[src/reset_irq_pkg.sv]
// Shared constants and types for the reset, interrupt and acknowledge block
package reset_irq_pkg;

    // Line counts
    localparam int IRQ_LINES   = 4;   // External request lines
    localparam int ASYNC_PINS  = 10;  // Flag, serial and timer pins
    localparam int RW_PINS     = 1;   // Read/write direction outputs

    // Wait-state figures
    localparam logic [2:0] WS_RESET   = 3'h7; // Slow default after reset
    localparam logic [2:0] WS_MCU     = 3'h0; // Vector fetch, on-chip boot
    localparam logic [1:0] VEC_FETCHES = 2'h2; // Reset vector fetch count

    // Clock figures
    localparam int CLK_PERIOD_NS = 10;  // Reference clock period
    localparam int ACK_LOW_NS    = 20;  // One instruction cycle
    localparam int ACK_LOW_CYC   = (ACK_LOW_NS + CLK_PERIOD_NS - 1)
                                   / CLK_PERIOD_NS;

    // Boot sequencer states
    typedef enum logic [1:0] {
        BOOT_HOLD,
        BOOT_FETCH,
        BOOT_WAIT,
        BOOT_RUN
    } boot_state_type;

    // Interrupt take request from core and DMA
    typedef struct packed {
        logic                 cpu_fetch; // Core at a fetch boundary
        logic [IRQ_LINES-1:0] cpu_take;  // Lines the core takes
        logic                 dma_fetch; // DMA at a fetch boundary
        logic [IRQ_LINES-1:0] dma_take;  // Lines the DMA takes
    } take_type;

endpackage : reset_irq_pkg

[src/reset_irq_ack.sv]
// Reset entry, interrupt sampling and acknowledge strobe logic
`timescale 1ns/10ps
`default_nettype none

// Behaviour
// [RULE1] Reset taken asynchronously, may start cycle late
// [RULE2] Processor mode: two vector fetches, seven waits
// [RULE3] Computer mode: two vector fetches, zero waits
// [RULE4] Flag, serial, timer pins are reset-floated pins
// [RULE5] Reset low floats every reset-floated pin
// [RULE6] Direction outputs float throughout reset
// [RULE7] Reset loads bus wait states to seven
// [RULE8] Request lines are level sensitive, active low
// [RULE9] Requests sampled at first phase falling edge
// [RULE10] Core and DMA take requests at fetch boundaries
// [RULE11] Requester holds line one to two edges
// [RULE12] Same line accepted every two phase cycles; code re-accepts a held line at every phase one fall
// [RULE13] Requests taken asynchronously, may lag a cycle
// [RULE14] Strobe low at decode, high at read
// [RULE15] Strobe low exactly one cycle, despite stretch
// [RULE16] Detected request pending until taken, then cleared
module reset_irq_ack #(
    parameter int IRQ_N   = reset_irq_pkg::IRQ_LINES,
    parameter int ASYNC_N = reset_irq_pkg::ASYNC_PINS,
    parameter int RW_N    = reset_irq_pkg::RW_PINS
) (
    input  wire logic                  i_ref_clk,     // 100 MHz clock
    input  wire logic                  i_arst_n,      // Async reset pin
    input  wire logic                  i_ce,          // Clock enable
    input  wire logic                  i_mcu_mode,    // Strap: on-chip boot
    input  wire logic [IRQ_N-1:0]      i_ext_irq_n,   // Request pins
    input  wire reset_irq_pkg::take_type i_take,      // Take from core/DMA
    input  wire logic                  i_ack_decode,  // Ack instr decoding
    input  wire logic                  i_bus_ws_wr,   // Rewrite wait states
    input  wire logic [2:0]            i_bus_ws_data, // New wait states
    input  wire logic [ASYNC_N-1:0]    i_async_oe_req, // Units want to drive
    input  wire logic [RW_N-1:0]       i_rw_oe_req,   // Direction drive req
    output logic                       o_first_clock_phase,  // Phase one
    output logic                       o_second_clock_phase, // Phase two
    output logic [IRQ_N-1:0]           o_irq_pending, // Pending requests
    output logic                       o_irq_ack_n,   // Ack strobe, low
    output logic                       o_vec_fetch,   // Vector fetch pulse
    output logic [2:0]                 o_vec_wait_states, // Fetch waits
    output logic                       o_boot_done,   // Vector fetches done
    output logic [2:0]                 o_bus_wait_states, // Bus control
    output logic [ASYNC_N-1:0]         o_async_oe,    // Gated pin enables
    output logic [RW_N-1:0]            o_rw_oe,       // Gated dir enables
    output logic                       o_rst_n        // Synced reset
);

    ////////////////////////////////////////////////////////////////////
    // Reset release synchroniser

    logic rst_s1_q;
    logic rst_n_q;

    // Release passes two flops; assertion is immediate
    always_ff @(posedge i_ref_clk or negedge i_arst_n) begin
        if (!i_arst_n) begin
            rst_s1_q <= 1'b0;
            rst_n_q  <= 1'b0;
        end else begin
            rst_s1_q <= 1'b1; // RULE1
            rst_n_q  <= rst_s1_q;
        end
    end

    assign o_rst_n = rst_n_q;

    ////////////////////////////////////////////////////////////////////
    // Internal clock phases

    logic ph1_q;
    wire  ph1_fall = i_ce & ph1_q;  // Phase one about to fall
    wire  ph1_rise = i_ce & ~ph1_q; // Phase one about to rise

    // Phase one toggles every enabled cycle
    always_ff @(posedge i_ref_clk or negedge rst_n_q) begin
        if (!rst_n_q) begin
            ph1_q <= 1'b0;
        end else if (i_ce) begin
            ph1_q <= ~ph1_q;
        end
    end

    assign o_first_clock_phase  = ph1_q;
    assign o_second_clock_phase = ~ph1_q;

    ////////////////////////////////////////////////////////////////////
    // Pin floating during reset

    wire run = i_arst_n & rst_n_q; // Low at once when pin falls

    // Enables drop combinationally with the reset pin
    assign o_async_oe = i_async_oe_req & {ASYNC_N{run}}; // RULE4 RULE5
    assign o_rw_oe    = i_rw_oe_req & {RW_N{run}};       // RULE6

    ////////////////////////////////////////////////////////////////////
    // Bus control wait states

    logic [2:0] bus_ws_q;

    // Reset forces the slow setting until rewritten
    always_ff @(posedge i_ref_clk or negedge rst_n_q) begin
        if (!rst_n_q) begin
            bus_ws_q <= reset_irq_pkg::WS_RESET; // RULE7
        end else if (i_ce && i_bus_ws_wr) begin
            bus_ws_q <= i_bus_ws_data;
        end
    end

    assign o_bus_wait_states = bus_ws_q;

    ////////////////////////////////////////////////////////////////////
    // Reset vector fetch sequencer

    logic mode_s1_q;
    logic mode_s2_q;

    // Strap pin crosses two flops; no reset, so it settles during reset
    always_ff @(posedge i_ref_clk) begin
        if (i_ce) begin
            mode_s1_q <= i_mcu_mode;
            mode_s2_q <= mode_s1_q;
        end
    end

    reset_irq_pkg::boot_state_type state_q;
    reset_irq_pkg::boot_state_type state_d;
    logic [2:0] vws_q;
    logic [2:0] ws_cnt_q;
    logic [1:0] fetch_cnt_q;

    wire fetch_end = (state_q == reset_irq_pkg::BOOT_FETCH &&
                      vws_q == 3'h0) ||
                     (state_q == reset_irq_pkg::BOOT_WAIT &&
                      ws_cnt_q == 3'h1);
    wire last_fetch = fetch_cnt_q == reset_irq_pkg::VEC_FETCHES - 2'h1;

    // Next state of the sequencer
    always_comb begin
        state_d = state_q;
        case (state_q)
            reset_irq_pkg::BOOT_HOLD: begin
                state_d = reset_irq_pkg::BOOT_FETCH;
            end
            reset_irq_pkg::BOOT_FETCH,
            reset_irq_pkg::BOOT_WAIT: begin
                if (fetch_end) begin
                    state_d = last_fetch ? reset_irq_pkg::BOOT_RUN
                                         : reset_irq_pkg::BOOT_FETCH;
                end else begin
                    state_d = reset_irq_pkg::BOOT_WAIT;
                end
            end
            reset_irq_pkg::BOOT_RUN: begin
                state_d = reset_irq_pkg::BOOT_RUN;
            end
            default: begin
                state_d = reset_irq_pkg::BOOT_HOLD;
            end
        endcase
    end

    // Strap caught after release; fetches counted with their waits
    always_ff @(posedge i_ref_clk or negedge rst_n_q) begin
        if (!rst_n_q) begin
            state_q     <= reset_irq_pkg::BOOT_HOLD;
            vws_q       <= reset_irq_pkg::WS_RESET;
            ws_cnt_q    <= 3'h0;
            fetch_cnt_q <= 2'h0;
        end else if (i_ce) begin
            state_q <= state_d;
            if (state_q == reset_irq_pkg::BOOT_HOLD) begin
                vws_q <= mode_s2_q ? reset_irq_pkg::WS_MCU   // RULE3
                                   : reset_irq_pkg::WS_RESET; // RULE2
            end
            if (state_q == reset_irq_pkg::BOOT_FETCH) begin
                ws_cnt_q <= vws_q;
            end else if (state_q == reset_irq_pkg::BOOT_WAIT) begin
                ws_cnt_q <= ws_cnt_q - 3'h1;
            end
            if (fetch_end) begin
                fetch_cnt_q <= fetch_cnt_q + 2'h1; // RULE2 RULE3
            end
        end
    end

    assign o_vec_fetch = state_q == reset_irq_pkg::BOOT_FETCH;
    assign o_vec_wait_states = vws_q;
    assign o_boot_done = state_q == reset_irq_pkg::BOOT_RUN;

    ////////////////////////////////////////////////////////////////////
    // Request synchroniser, detection and pending flags

    logic [IRQ_N-1:0] irq_s1_q;
    logic [IRQ_N-1:0] irq_s2_q;
    logic [IRQ_N-1:0] pend_q;

    // Low level sampled only as phase one falls
    wire [IRQ_N-1:0] irq_det = ~irq_s2_q & {IRQ_N{ph1_fall}}; // RULE8 RULE9
    // Taking is honoured only at a fetch boundary
    wire [IRQ_N-1:0] irq_clr =
        (i_take.cpu_take & {IRQ_N{i_take.cpu_fetch}}) |
        (i_take.dma_take & {IRQ_N{i_take.dma_fetch}}); // RULE10

    // Pins cross through two flops before detection
    always_ff @(posedge i_ref_clk or negedge rst_n_q) begin
        if (!rst_n_q) begin
            irq_s1_q <= {IRQ_N{1'b1}};
            irq_s2_q <= {IRQ_N{1'b1}};
            pend_q   <= {IRQ_N{1'b0}};
        end else if (i_ce) begin
            irq_s1_q <= i_ext_irq_n; // RULE13
            irq_s2_q <= irq_s1_q;
            pend_q   <= (pend_q & ~irq_clr) | irq_det; // RULE12 RULE16
        end
    end

    assign o_irq_pending = pend_q;

    ////////////////////////////////////////////////////////////////////
    // Acknowledge strobe

    logic ack_arm_q;
    logic ack_n_q;
    logic dec_prev_q;
    wire  dec_new = i_ack_decode & ~dec_prev_q; // Decode start only

    // Decode start waits for the next phase one rise; a stretched
    // decode does not stretch the strobe
    always_ff @(posedge i_ref_clk or negedge rst_n_q) begin
        if (!rst_n_q) begin
            ack_arm_q  <= 1'b0;
            ack_n_q    <= 1'b1;
            dec_prev_q <= 1'b0;
        end else if (i_ce) begin
            dec_prev_q <= i_ack_decode;
            if (ph1_rise) begin
                ack_n_q   <= ~ack_arm_q & ~dec_new; // RULE14 RULE15
                ack_arm_q <= 1'b0;
            end else if (dec_new) begin
                ack_arm_q <= 1'b1;
            end
        end
    end

    assign o_irq_ack_n = ack_n_q;

    ////////////////////////////////////////////////////////////////////
    // Checks

    logic [2:0] fetch_seen_q;

    // Counts vector fetch pulses since reset
    always_ff @(posedge i_ref_clk or negedge rst_n_q) begin
        if (!rst_n_q) begin
            fetch_seen_q <= 3'h0;
        end else if (i_ce && o_vec_fetch) begin
            fetch_seen_q <= fetch_seen_q + 3'h1;
        end
    end
endmodule : reset_irq_ack

`default_nettype wire

[config.mk]
export PLATFORM = sky130hd
export DESIGN_NAME = reset_irq_ack
export DESIGN_NICKNAME = d
export VERILOG_FILES = /design/src/reset_irq_pkg.sv /design/src/reset_irq_ack.sv
export SDC_FILE = /design/constraint.sdc
export NUM_CORES = 1
export LEC_CHECK = 0
export BUFFER_PORTS_ARGS = -buffer_cell sky130_fd_sc_hd__buf_2
export CAP_MARGIN = 20
export CORE_UTILIZATION = 47
export DETAILED_ROUTE_END_ITERATION = 10
export GPL_TIMING_DRIVEN = 0
export PLACE_DENSITY = 0.87
export RECOVER_POWER = 25
export REMOVE_ABC_BUFFERS = 1
export SLEW_MARGIN = 20
export SYNTH_ARGS = -nofsm -noshare
export SYNTH_HDL_FRONTEND = slang
export SYNTH_SLANG_ARGS = --single-unit
[constraint.sdc]
create_clock -name i_ref_clk -period 1.68 [get_ports i_ref_clk]
set_input_delay 0 -clock i_ref_clk [delete_from_list [all_inputs] [get_ports i_ref_clk]]
set_output_delay 0 -clock i_ref_clk [all_outputs]
set_load 0.02 [all_outputs]
==> metrics.txt <==
setup ws final=207 ps; Post-Syn Instances=126; Max VDD drop=0.780 mV; Ys Warns=0; Buf/Inv on CP=1; H-tree depth reported by CTS=2; end-of-flow core utilization=67.4%; synthesized area per cell=11.7 sq um; Post-Route Setup TNS=0 ps; Via density=5.28; Crit path required time=1940 ps; Post-Syn Area=1470 sq um; crit end category=register; crit start category=register; ys flop type=dfrtp_1; EDFF count, synth=2; share of cells above drive strength 1=48.5%; Total Power=2700 uW; unrepaired setup endpoints after global routing=false; violated checks=design-rule violations; FP Rows=19; status=finished with violations; Slowest-stage cell, CP=dfrtp_1; DP Wirelength=2340 um; Initial Util=51.6%; CTS buffer count=5; CP arrival=1730 ps; antenna viol nets, final=0; sequential fraction of the synthesis area=54.5%; Yosys reg bits=31; Hold Path Class=primary input to register; P&R area growth vs syn=30.6%; Detailed Route Iter0 Violations=37; final hold violations=0; IO Pins=61; pre-CTS setup slack=239 ps; worst-path cell chain=inv_1, ha_1, nand2_1, or2_0, a21oi_1; Largest stage delay, worst path=410 ps; cells on worst reg2reg path=5; core area=2850 sq um; diode count=0; placed inst area=1770 sq um; Max FO, Critical Path=6; Die X=58.0 um; final net count=239; vias in the first global route=1202; die area=3360 sq um; Die Y=58.0 um; drt total wl=3260 um; Worst-path clk slew=90 ps; most frequent cells in the layout=59 x buf_2, 15 x dfrtp_1, 13 x dfstp_2; clock skew=7.32 ps; period utilization=87.7%; clock root cell=clkbuf_4; Clock Latency Late Sink=340 ps; Cell variety after synth=33; minimum clock period=1470 ps; first-pass GRT wire length=5380 um; commonest non-fill, non-tap cell in the layout=buf_2; initial antenna violation count=0; GRT Overall Usage=21.8%; DR vias=1209; gpl congestion=0.756; CP delay by family, top=simple AND/OR/NAND/NOR gates; wire per inst=14.2 um; max-slew violation count=0; # DRC=1; Setup Crit Path Kind=register to register; Final setup viols=0; Design Area, Final=1920 sq um; Cell Pwr Density=1400 nW/um^2; f_max=0.679 GHz; WHS Path Cells=4; ys async rst share=93.5%; TritonRoute pass-1 iters=7; gr ovfl total=0; CTS tree=done; Leak Pwr=0.000985 uW; buffers added on ports=60; # Max-Cap Violations=0; CTS max path bufs=2; postcts setup bufs=0; Sink Count=31; largest net degree at the start of global routing=40; cell depth of the worst setup path=5
==> worst min-delay path: cells and delay by family <==
family / cells / cell delay (ps)
buf+inv: 1 / 80
compound gates: 3 / 260
==> per-layer routing <==
layer  track usage (%)  up-vias  share of wire, %
met3              6.25        6               5.2
li1                  -      584                 -
met2              37.9       43                53
met4              9.52        0               1.8
met1              25.0      576                40
met5                 0        -                 0
==> metrics by stage <==
stage,hold slack (ps),instances
finish,44.8,229
global route,75.2,229
CTS,8.20,229
detailed placement,-159,211
global placement,-170,211
floorplan,-296,120
==> registers in the layout, indices dropped and copies added, names as in the netlist, 2 cells and up <==
name and count:
irq_s1_q 4, o_irq_pending 4, fetch_cnt_q 2, irq_s2_q 4
o_bus_wait_states 3, ws_cnt_q 3, state_q 2
==> report_power, final <==
part / internal (uW) / switching (uW) / leakage (uW) / total, uW
clock network: 163 / 240 / 0.0000293 / 402
logic: 461 / 661 / 0.000610 / 1120
registers: 1010 / 160 / 0.000346 / 1170
total: 1640 / 1060 / 0.000985 / 2700
==> kinds of logic after synthesis <==
family	Yosys count	share of synthesized area [%]
AOI/OAI and AO/OA	27	11.0
xor gates and xnor gates	2	1.19
adders and majority gates	8	6.80
buffers and inverters	13	4.59
DFF	31	54.5
muxes	13	9.86
other	1	0.255
and+or+nand+nor	31	11.8
==> area by class of cell <==
| type | instances | area [sq um] |
|---|---|---|
| Sequential cell | 31 | 806 |
| Fill cell | 208 | 930 |
| Multi-Input combinational cell | 82 | 603 |
| Clock inverter | 1 | 5.00 |
| Inverter | 7 | 26.3 |
| Timing Repair Buffer | 70 | 399 |
| Clock buffer | 7 | 45.0 |
| Tap cell | 31 | 38.8 |
==> cells in the mapped netlist, types with 2 or more instances <==
master,n,share of area [%]
dfstp_2,13,23
edfxtp_1,2,4.1
a22oi_1,4,2.0
o21ai_0,10,3.4
o31ai_1,2,1.0
inv_1,6,1.5
clkbuf_1,2,0.51
dfrtp_1,16,27
a21oi_1,6,2.0
nand2_1,6,1.5
nor2_1,6,1.5
buf_4,3,1.5
mux2_2,12,9.2
and3_1,11,4.7
a31oi_1,2,0.85
ha_1,8,6.8
==> what timing repair did <==
action / 4_1_cts / 5_1_grt
gates resized for setup: 0 / 1
setup endpoints to repair: 0 / 11
hold buffers: 10 / 0
endpoints found under the hold margin: 12 / 0
==> worst paths after layout <==
| kind | slack, ps | start | endpoint |
|---|---|---|---|
| min | 40 | i_take[1] | o_irq_pending[1]$_DFFE_PN0P_ |
| max reg2reg | 210 | state_q[1]$_DFFE_PN0P_ | ws_cnt_q[2]$_DFFE_PN0P_ |
| min reg2reg | 270 | o_rst_n$_DFF_PN0_ | fetch_cnt_q[1]$_DFFE_PN0P_ |
| max in group asynchronous | 1080 | o_rst_n$_DFF_PN0_ | o_vec_wait_states[1]$_DFFE_PN1P_ |
| min in group asynchronous | 130 | i_arst_n | rst_s1_q$_DFF_PN0_ |
| max | 210 | state_q[1]$_DFFE_PN0P_ | ws_cnt_q[2]$_DFFE_PN0P_ |
(Power assumes the default switching activity.)
